### config.mk
export PLATFORM = sky130hd
export DESIGN_NAME = cpes_status_outputs
export DESIGN_NICKNAME = d
export VERILOG_FILES = /design/src/design/cpes_pkg.sv /design/src/design/cpes_status_outputs.sv
export SDC_FILE = /design/constraint.sdc
export NUM_CORES = 1
export LEC_CHECK = 0
export ABC_AREA = 1
export BUFFER_PORTS_ARGS = -buffer_cell sky130_fd_sc_hd__buf_2
export CORE_MARGIN = 5
export CORE_UTILIZATION = 54
export CTS_BUF_LIST = sky130_fd_sc_hd__clkbuf_8 sky130_fd_sc_hd__clkbuf_16
export DETAILED_ROUTE_END_ITERATION = 7
export GPL_TIMING_DRIVEN = 0
export HOLD_SLACK_MARGIN = 0.02
export PLACE_DENSITY = 0.95
export SYNTH_ARGS = -nofsm -noshare
export SYNTH_HDL_FRONTEND = slang
export SYNTH_SLANG_ARGS = --single-unit
### constraint.sdc
create_clock -name hclk -period 3.4 [get_ports hclk]
set_input_delay 0 -clock hclk [delete_from_list [all_inputs] [get_ports hclk]]
set_output_delay 0 -clock hclk [all_outputs]
set_load 0.01 [all_outputs]
### src/design/cpes_pkg.sv
// shared constants for the power and error status block
package cpes_pkg;

    // function counts and field widths
    localparam int unsigned NUM_PF     = 2;
    localparam int unsigned NUM_VF     = 6;
    localparam int unsigned PWR_W      = 3;
    localparam int unsigned LINK_W     = 2;
    localparam int unsigned VF_STAT_W  = 2 * NUM_VF;
    localparam int unsigned PF_PWR_W   = PWR_W * NUM_PF;
    localparam int unsigned VF_PWR_W   = PWR_W * NUM_VF;

    // register byte offsets (low address bits only)
    localparam logic [7:0] OFS_CTRL     = 8'h00;
    localparam logic [7:0] OFS_VF_STAT  = 8'h04;
    localparam logic [7:0] OFS_PF_PWR   = 8'h08;
    localparam logic [7:0] OFS_VF_PWR   = 8'h0c;
    localparam logic [7:0] OFS_LINK_PWR = 8'h10;
    localparam logic [7:0] OFS_DEV_STAT = 8'h14;

    // control register fields
    localparam int unsigned CTRL_ROOT_BIT = 0;
    localparam int unsigned CTRL_EN_LSB   = 1;

    // function power state codes
    localparam logic [2:0] PWR_D0_UNINIT = 3'h0;
    localparam logic [2:0] PWR_D0_ACTIVE = 3'h1;
    localparam logic [2:0] PWR_D1        = 3'h2;
    localparam logic [2:0] PWR_D3_HOT    = 3'h4;

    // link power state codes
    localparam logic [1:0] LINK_L0  = 2'h0;
    localparam logic [1:0] LINK_L0S = 2'h1;
    localparam logic [1:0] LINK_L1  = 2'h2;
    localparam logic [1:0] LINK_L2  = 2'h3;

    // ahb encodings
    localparam logic [1:0] HTRANS_NONSEQ = 2'h2;
    localparam logic       HRESP_OKAY    = 1'h0;

    // reset values
    localparam logic [31:0] RST_CTRL = 32'h0000_0000;
    localparam logic [31:0] RST_ZERO = 32'h0000_0000;

endpackage

### src/design/cpes_status_outputs.sv
// Local design decisions: the placing of the registers and the AHB-Lite interface to the registers.
`timescale 1ns/1ns
`default_nettype none

module cpes_status_outputs #(
    parameter int unsigned NUM_PF = cpes_pkg::NUM_PF,
    parameter int unsigned NUM_VF = cpes_pkg::NUM_VF
) (
    input  wire logic                    hclk,
    input  wire logic                    hresetn,
    input  wire logic                    hsel,
    input  wire logic [31:0]             haddr,
    input  wire logic [1:0]              htrans,
    input  wire logic                    hwrite,
    input  wire logic [2:0]              hsize,
    input  wire logic [31:0]             hwdata,
    input  wire logic                    hready,
    output logic                         hreadyout,
    output logic                         hresp,
    output logic [31:0]                  hrdata,
    input  wire logic [NUM_PF-1:0]       cor_err_detect,
    input  wire logic                    cor_err_local,
    input  wire logic                    cor_err_remote_msg,
    output logic                         remote_err_msg_out,
    output logic [2*NUM_VF-1:0]          virtual_fn_enable_status,
    output logic [3*NUM_PF-1:0]          function_power_state,
    output logic [3*NUM_VF-1:0]          virtual_fn_power_state,
    output logic [1:0]                   link_power_state,
    output logic                         cor_err_out
);

    // local widths derived from the function counts
    localparam int unsigned PW     = cpes_pkg::PWR_W;
    localparam int unsigned VSW    = 2 * NUM_VF;
    localparam int unsigned PPW    = PW * NUM_PF;
    localparam int unsigned VPW    = PW * NUM_VF;
    localparam int unsigned CTRL_W = 1 + NUM_PF;

    // register map, one word each, upper bits read zero:
    //   0x00 control: bit0 root port mode, bits[2:1] correctable report enables
    //   0x04 vf enable and bus master pairs
    //   0x08 pf power fields, 0x0c vf power fields
    //   0x10 link power state
    //   0x14 correctable status per pf, write one to clear
    //   other offsets read zero and ignore writes
    // bit1 of control also gates root-port local errors, so a root port
    // with reporting off stays silent on the correctable output

    // address phase capture for the following data phase
    logic                 wr_pend_ff;
    logic [7:0]           wr_addr_ff;
    logic                 rd_hit;
    logic                 wr_hit;
    logic [31:0]          nxt_rdata;

    // software-visible state
    logic [CTRL_W-1:0]    ctrl_ff;
    logic [VSW-1:0]       vf_stat_ff;
    logic [PPW-1:0]       pf_pwr_ff;
    logic [VPW-1:0]       vf_pwr_ff;
    logic [1:0]           link_pwr_ff;
    logic [NUM_PF-1:0]    dev_stat_ff;

    // output flops
    logic                 hreadyout_ff;
    logic [31:0]          hrdata_ff;
    logic [VSW-1:0]       vf_stat_out_ff;
    logic [PPW-1:0]       pf_pwr_out_ff;
    logic [VPW-1:0]       vf_pwr_out_ff;
    logic [1:0]           link_pwr_out_ff;
    logic                 cor_err_ff;
    logic                 remote_msg_ff;
    logic                 hresp_ff;

    // decoded control and next-state terms
    logic                 root_mode;
    logic [NUM_PF-1:0]    report_en;
    logic [PPW-1:0]       nxt_pf_pwr;
    logic [VPW-1:0]       nxt_vf_pwr;
    logic [NUM_PF-1:0]    nxt_dev_stat;
    logic                 nxt_cor_err;
    logic                 wr_data_phase;

    // control decode; a write phase follows every accepted write address
    assign root_mode     = ctrl_ff[cpes_pkg::CTRL_ROOT_BIT];
    assign report_en     = ctrl_ff[CTRL_W-1:cpes_pkg::CTRL_EN_LSB];
    assign wr_data_phase = wr_pend_ff;

    // only a real transfer with hready high starts an access
    // hsize is not checked: every register is a whole word
    assign rd_hit = hsel && hready && (htrans == cpes_pkg::HTRANS_NONSEQ) && !hwrite;
    assign wr_hit = hsel && hready && (htrans == cpes_pkg::HTRANS_NONSEQ) && hwrite;

    // slave never stalls, so every transfer ends in one data phase;
    // low in reset so no transfer is taken before the block is alive
    always_ff @(posedge hclk or negedge hresetn) begin
        if (!hresetn) begin
            hreadyout_ff <= 1'b0;
        end else begin
            hreadyout_ff <= 1'b1;
        end
    end

    // response is always okay, still launched from a flop like the rest
    always_ff @(posedge hclk or negedge hresetn) begin
        if (!hresetn) begin
            hresp_ff <= cpes_pkg::HRESP_OKAY;
        end else begin
            hresp_ff <= cpes_pkg::HRESP_OKAY;
        end
    end

    // a write is applied in its data phase, when hwdata is valid
    // only haddr[7:0] is decoded, so the map repeats every 256 bytes
    always_ff @(posedge hclk or negedge hresetn) begin
        if (!hresetn) begin
            wr_pend_ff <= 1'b0;
            wr_addr_ff <= 8'h00;
        end else begin
            wr_pend_ff <= wr_hit;
            if (wr_hit) begin
                wr_addr_ff <= haddr[7:0];
            end
        end
    end

    // read mux; unmapped offsets read as zero
    // a read pipelined behind a write to the same word shows the old value
    always_comb begin
        nxt_rdata = 32'h0000_0000;
        unique case (haddr[7:0])
            cpes_pkg::OFS_CTRL:     nxt_rdata[CTRL_W-1:0] = ctrl_ff;
            cpes_pkg::OFS_VF_STAT:  nxt_rdata[VSW-1:0]    = vf_stat_ff;
            cpes_pkg::OFS_PF_PWR:   nxt_rdata[PPW-1:0]    = pf_pwr_ff;
            cpes_pkg::OFS_VF_PWR:   nxt_rdata[VPW-1:0]    = vf_pwr_ff;
            cpes_pkg::OFS_LINK_PWR: nxt_rdata[1:0]        = link_pwr_ff;
            cpes_pkg::OFS_DEV_STAT: nxt_rdata[NUM_PF-1:0] = dev_stat_ff;
            default:                nxt_rdata = 32'h0000_0000;
        endcase
    end

    // read data is sampled at the address phase edge, stands in data phase
    // held until the next read, so a slow master still sees it
    always_ff @(posedge hclk or negedge hresetn) begin
        if (!hresetn) begin
            hrdata_ff <= cpes_pkg::RST_ZERO;
        end else if (rd_hit) begin
            hrdata_ff <= nxt_rdata;
        end
    end

    // control: root port mode and per-function report enables
    // report enables double as the per-function correctable mask
    always_ff @(posedge hclk or negedge hresetn) begin
        if (!hresetn) begin
            ctrl_ff <= cpes_pkg::RST_CTRL[CTRL_W-1:0];
        end else if (wr_data_phase && wr_addr_ff == cpes_pkg::OFS_CTRL) begin
            ctrl_ff <= hwdata[CTRL_W-1:0];
        end
    end

    // vf enable and bus master bits, pairs per function
    // every pattern is legal, so no write filter here
    always_ff @(posedge hclk or negedge hresetn) begin
        if (!hresetn) begin
            vf_stat_ff <= cpes_pkg::RST_ZERO[VSW-1:0];
        end else if (wr_data_phase && wr_addr_ff == cpes_pkg::OFS_VF_STAT) begin
            vf_stat_ff <= hwdata[VSW-1:0];
        end
    end

    // is a three-bit code one of the four defined states
    // the other four codes have no meaning and are refused
    function automatic logic pwr_code_ok(input logic [2:0] code);
        pwr_code_ok = (code == cpes_pkg::PWR_D0_UNINIT) ||
                      (code == cpes_pkg::PWR_D0_ACTIVE) ||
                      (code == cpes_pkg::PWR_D1) ||
                      (code == cpes_pkg::PWR_D3_HOT);
    endfunction

    // per-field write filter: an undefined code leaves that field untouched
    // other fields of the same write still update
    genvar gp;
    generate
        for (gp = 0; gp < NUM_PF; gp++) begin : g_pf_fld
            always_comb begin
                nxt_pf_pwr[gp*PW +: PW] = pf_pwr_ff[gp*PW +: PW];
                if (wr_data_phase && wr_addr_ff == cpes_pkg::OFS_PF_PWR &&
                    pwr_code_ok(hwdata[gp*PW +: PW])) begin
                    nxt_pf_pwr[gp*PW +: PW] = hwdata[gp*PW +: PW];
                end
            end
        end
        for (gp = 0; gp < NUM_VF; gp++) begin : g_vf_fld
            always_comb begin
                nxt_vf_pwr[gp*PW +: PW] = vf_pwr_ff[gp*PW +: PW];
                if (wr_data_phase && wr_addr_ff == cpes_pkg::OFS_VF_PWR &&
                    pwr_code_ok(hwdata[gp*PW +: PW])) begin
                    nxt_vf_pwr[gp*PW +: PW] = hwdata[gp*PW +: PW];
                end
            end
        end
    endgenerate

    // stored power states
    // the per-field loops above already dropped undefined codes
    always_ff @(posedge hclk or negedge hresetn) begin
        if (!hresetn) begin
            pf_pwr_ff <= cpes_pkg::RST_ZERO[PPW-1:0];
            vf_pwr_ff <= cpes_pkg::RST_ZERO[VPW-1:0];
        end else begin
            pf_pwr_ff <= nxt_pf_pwr;
            vf_pwr_ff <= nxt_vf_pwr;
        end
    end

    // link state: all four codes are legal, 11 covers l2 and reserved
    // written straight through; no code needs refusing
    always_ff @(posedge hclk or negedge hresetn) begin
        if (!hresetn) begin
            link_pwr_ff <= cpes_pkg::LINK_L0;
        end else if (wr_data_phase && wr_addr_ff == cpes_pkg::OFS_LINK_PWR) begin
            link_pwr_ff <= hwdata[1:0];
        end
    end

    // device status correctable bits: set by detection, write one to clear;
    // a detection in the clearing cycle wins so no error is lost
    always_comb begin
        nxt_dev_stat = dev_stat_ff;
        if (wr_data_phase && wr_addr_ff == cpes_pkg::OFS_DEV_STAT) begin
            nxt_dev_stat = dev_stat_ff & ~hwdata[NUM_PF-1:0];
        end
        nxt_dev_stat = nxt_dev_stat | cor_err_detect;
    end

    // correctable status flops, set regardless of the report enables
    always_ff @(posedge hclk or negedge hresetn) begin
        if (!hresetn) begin
            dev_stat_ff <= cpes_pkg::RST_ZERO[NUM_PF-1:0];
        end else begin
            dev_stat_ff <= nxt_dev_stat;
        end
    end

    // correctable error event; remote message reports are kept out on purpose
    // the report enables are the mask; in root mode function detections
    // are not local errors and stay out of the output
    always_comb begin
        if (root_mode) begin
            nxt_cor_err = cor_err_local && report_en[0];
        end else begin
            nxt_cor_err = |(cor_err_detect & report_en);
        end
    end

    // one-cycle pulse per detection cycle; back-to-back errors give a level
    // no stretching, so a tally of high cycles counts detection cycles exactly
    always_ff @(posedge hclk or negedge hresetn) begin
        if (!hresetn) begin
            cor_err_ff <= 1'b0;
        end else begin
            cor_err_ff <= nxt_cor_err;
        end
    end

    // remote reports go only to the message side path
    // same one-cycle latency as the correctable path
    always_ff @(posedge hclk or negedge hresetn) begin
        if (!hresetn) begin
            remote_msg_ff <= 1'b0;
        end else begin
            remote_msg_ff <= cor_err_remote_msg;
        end
    end

    // vf status output, one cycle behind the stored state
    always_ff @(posedge hclk or negedge hresetn) begin
        if (!hresetn) begin
            vf_stat_out_ff <= cpes_pkg::RST_ZERO[VSW-1:0];
        end else begin
            vf_stat_out_ff <= vf_stat_ff;
        end
    end

    // link state output, l0 while in reset
    always_ff @(posedge hclk or negedge hresetn) begin
        if (!hresetn) begin
            link_pwr_out_ff <= cpes_pkg::LINK_L0;
        end else begin
            link_pwr_out_ff <= link_pwr_ff;
        end
    end

    // root port hides stored pf and vf power states and reports d0 uninitialised on both power outputs;
    // stored values stay readable and come back when root mode is left
    genvar go;
    generate
        for (go = 0; go < NUM_PF; go++) begin : g_pf_out
            always_ff @(posedge hclk or negedge hresetn) begin
                if (!hresetn) begin
                    pf_pwr_out_ff[go*PW +: PW] <= cpes_pkg::PWR_D0_UNINIT;
                end else if (root_mode) begin
                    pf_pwr_out_ff[go*PW +: PW] <= cpes_pkg::PWR_D0_UNINIT;
                end else begin
                    pf_pwr_out_ff[go*PW +: PW] <= pf_pwr_ff[go*PW +: PW];
                end
            end
        end
        for (go = 0; go < NUM_VF; go++) begin : g_vf_out
            always_ff @(posedge hclk or negedge hresetn) begin
                if (!hresetn) begin
                    vf_pwr_out_ff[go*PW +: PW] <= cpes_pkg::PWR_D0_UNINIT;
                end else if (root_mode) begin
                    vf_pwr_out_ff[go*PW +: PW] <= cpes_pkg::PWR_D0_UNINIT;
                end else begin
                    vf_pwr_out_ff[go*PW +: PW] <= vf_pwr_ff[go*PW +: PW];
                end
            end
        end
    endgenerate

    // every output is a straight copy of a flop
    assign hreadyout                = hreadyout_ff;
    assign hresp                    = hresp_ff;
    assign hrdata                   = hrdata_ff;
    assign remote_err_msg_out       = remote_msg_ff;
    assign virtual_fn_enable_status = vf_stat_out_ff;
    assign function_power_state     = pf_pwr_out_ff;
    assign virtual_fn_power_state   = vf_pwr_out_ff;
    assign link_power_state         = link_pwr_out_ff;
    assign cor_err_out              = cor_err_ff;

endmodule

`default_nettype wire

==> impl_metrics.toml <==
[die]
die_area_um2 = 10400
core_area_um2 = 8220
die_w_um = 102
io_pins = 152
start_util = 0.553
rows = 33
die_h_um = 102

[finish]
nNetsFinal = 707
synthToLayoutAreaGrowth_pct = 26.8
post-route-util = 0.702
antennaDiodeCount = 0
stdcell_area_um2 = 5770
final-instance-count-excl-fill = 739
drive_above_1_share = 0.262

[placed_design]
place_ws_ns = 1.87
placed_area_um2 = 5240
portBuffers = 95
gp_congestion = 0.857
placed_cells = 689
post-dp-hpwl_um = 7940

[drt]
viasPerCell = 5.23
ant_nets = 0
drtPass1Iterations = 5
drc = 0
vias = 3867
wire_per_inst_um = 15.6
drt_iter0_drc = 283
wirelength_um = 11500

[power_and_ir_drop]
combPwrFrac = 0.130
switchingPower_uw = 716
ir_drop_mv = 0.202
power_density_nw_per_um2 = 442
p_int_mw = 1.83
p_seq_frac = 0.571
pwr-share-clk = 0.300
p_sw_frac = 0.281
leakage_nw = 3.01

[run_status]
status = "completed"

[worst_setup_path]
critPathRequiredTime_ns = 3.68
worst_setup_path_start_kind = "flop"
crit_fanout = 8
slowest_delay_ns = 0.44
crit_top_cell = "nand3_1"
worstPathBufferInverterCount = 0
cp_slowest_cell = "dfrtp_1"
crit_arrival_ns = 1.87
endpoint = "vf_pwr_ff[9]"
reg2reg_to = "vf_pwr_ff[9]"
reg2regPathDepth = 5
r2r_slack_ns = 1.81
worstSetupStartpoint = "wr_addr_ff[7]"
crit_path_end_kind = "flop"
timing.rr.start = "wr_addr_ff[7]"
crit_chain = "nor2_1, nand3_1, nor2_4, nand3_1, a21oi_1"
path_class = "reg2reg"
path_depth = 5
critical_path.top_delay_family = "simple AND/OR/NAND/NOR gates"

[yosys]
synth_top_family_by_area = "simple AND/OR/NAND/NOR gates"
netlist_instances = 474
yosys.area_share.simple = 0.195
synth-compound-area-share = 0.103
synth_most_common_cell = "dfrtp_1"
yosys.area.top_type = "dfrtp_1"
syn-cell-area_um2 = 4550
synth.area.mux_share = 0
synth_top_area_frac = 0.611
yosys-top-cells-area = "dfrtp_1, nand2_1, inv_1, o21ai_0, nor2_1"
synth_xor_area_frac = 0
ys_types = 29
async_flop_share = 1.00
synth_warnings = 0
ys_ff_latch = 111
ys_seq_area_frac = 0.611
synth_edf_count = 0
synth_adder_area_share = 0
synth_ff_type = "dfrtp_1"
postSynthAreaPerCell_um2 = 9.59
synthTopCellsByCount = "dfrtp_1, nand2_1, inv_1"

[sta]
worst_slew_pin_slew_ns = 0.600
maxSlewViolCount = 0
fmax_ghz = 0.630
clock_skew_ns = 0.0147
final_hold_viol_count = 0
rsz0062_at_grt = "no"
period_minus_slack_ns = 1.59
min_period_over_period = 0.467
timing.slew.headroom = 0.600
report.final.setup_viol = 0
worst_slack_ns = 1.81
setup_tns_ns = 0

[clock_tree]
numClockSinks = 111
cts_buffers = 9
clockBufferDepth = 2
clkTransAtPathRegs_ns = 0.11
clock_latency_ns = 0.38
postCtsSetupRepairBufs = 0
cts_root_buf = "clkbuf_8"
cts_tree = "done"
h-tree-depth = 3
cts_resized = 0

[global_route]
grt_pass1_wl_um = 18400
gr-total-overflow = 0
track_usage = 0.232
grt_max_degree = 73
grt_pass1_vias = 3924
antenna_found_initial = 0

[min_path]
hold_class = "in2reg"
hold_path.startpoint = "htrans[0]"

[run]
max-cap-violations = 0
==> layer usage <==
layer | part of all wire | GRT usage
met5 | 0 | 0
met4 | 0.038 | 0.132
met3 | 0.091 | 0.0441
met2 | 0.50 | 0.389
met1 | 0.37 | 0.281
==> power by group through the flow <==
stage,combinational [mW],sequential [mW],clock [mW]
6_report,0.331,1.45,0.764
5_1_grt,0.364,1.46,0.809
4_1_cts,0.327,1.45,0.762
3_5_place_dp,0.296,1.48,0
3_3_place_gp,0.280,1.47,0
2_1_floorplan,0.143,1.49,0
==> registers in the layout, indices dropped and copies added, names as in the netlist, 6 cells and up <==
name,cells
vf_pwr_ff,18
wr_addr_ff,8
pf_pwr_ff,6
virtual_fn_enable_status,12
function_power_state,6
virtual_fn_power_state,18
hrdata,18
vf_stat_ff,12
==> worst min path at each step <==
stage,endpoint,cells past startpoint
floorplan,cor_err_out,0
global placement,remote_err_msg_out,1
detailed placement,vf_pwr_ff[9],1
CTS,wr_addr_ff[2],6
global route,wr_addr_ff[4],6
finish,wr_addr_ff[2],6
==> placed cells by master, fill, tap and decap left out, types with 6 or more instances in the layout <==
| master | Yosys | layout |
|---|---|---|
| nand2_1 | 96 | 96 |
| clkbuf_8 | 0 | 10 |
| nand4_1 | 7 | 7 |
| conb_1 | 2 | 16 |
| nand3_1 | 32 | 32 |
| o211ai_2 | 6 | 6 |
| dlygate4sd3_1 | 0 | 34 |
| buf_2 | 3 | 97 |
| inv_1 | 57 | 57 |
| a21oi_1 | 12 | 12 |
| o21ai_0 | 39 | 39 |
| o21ai_2 | 9 | 9 |
| o21ai_1 | 10 | 10 |
| nor2_1 | 48 | 48 |
| dfrtp_1 | 111 | 111 |
| buf_4 | 17 | 18 |
==> worst reg2reg max path, delay by kind of cell, from the launching register on <==
family | cells | cell delay, ns
AND/OR/NAND/NOR | 4 | 0.75
flip-flops | 1 | 0.44
AO/OA/AOI/OAI | 1 | 0.30
==> logic make-up after synthesis <==
kind of cell,Yosys count
AOI/OAI and AO/OA,77
buffers and inverters,85
DFF,111
other,2
and+or+nand+nor,199
==> timing repair <==
| item | CTS | global route |
|---|---|---|
| hold endpoints to repair | 87 | 0 |
| hold buffers | 34 | 0 |
| setup endpoints to repair | 0 | 0 |
==> through the flow <==
step	power [mW]	hold WS [ns]
after floorplan	1.63	-0.296
after global placement	1.75	0.112
after detailed placement	1.77	-0.00625
after CTS	2.54	0.0994
after global routing	2.64	0.156
final	2.55	0.0934
==> cell type report <==
type / count / area [um^2]
fill: 625 / 2450
timing repair buffer: 130 / 846
buffer: 26 / 188
sequential: 111 / 2780
tap: 105 / 131
clock buffer: 10 / 138
multi-input combinational: 292 / 1410
inverter: 59 / 221
clock inverter: 6 / 52.6
Power figures use the tool's default switching activity.
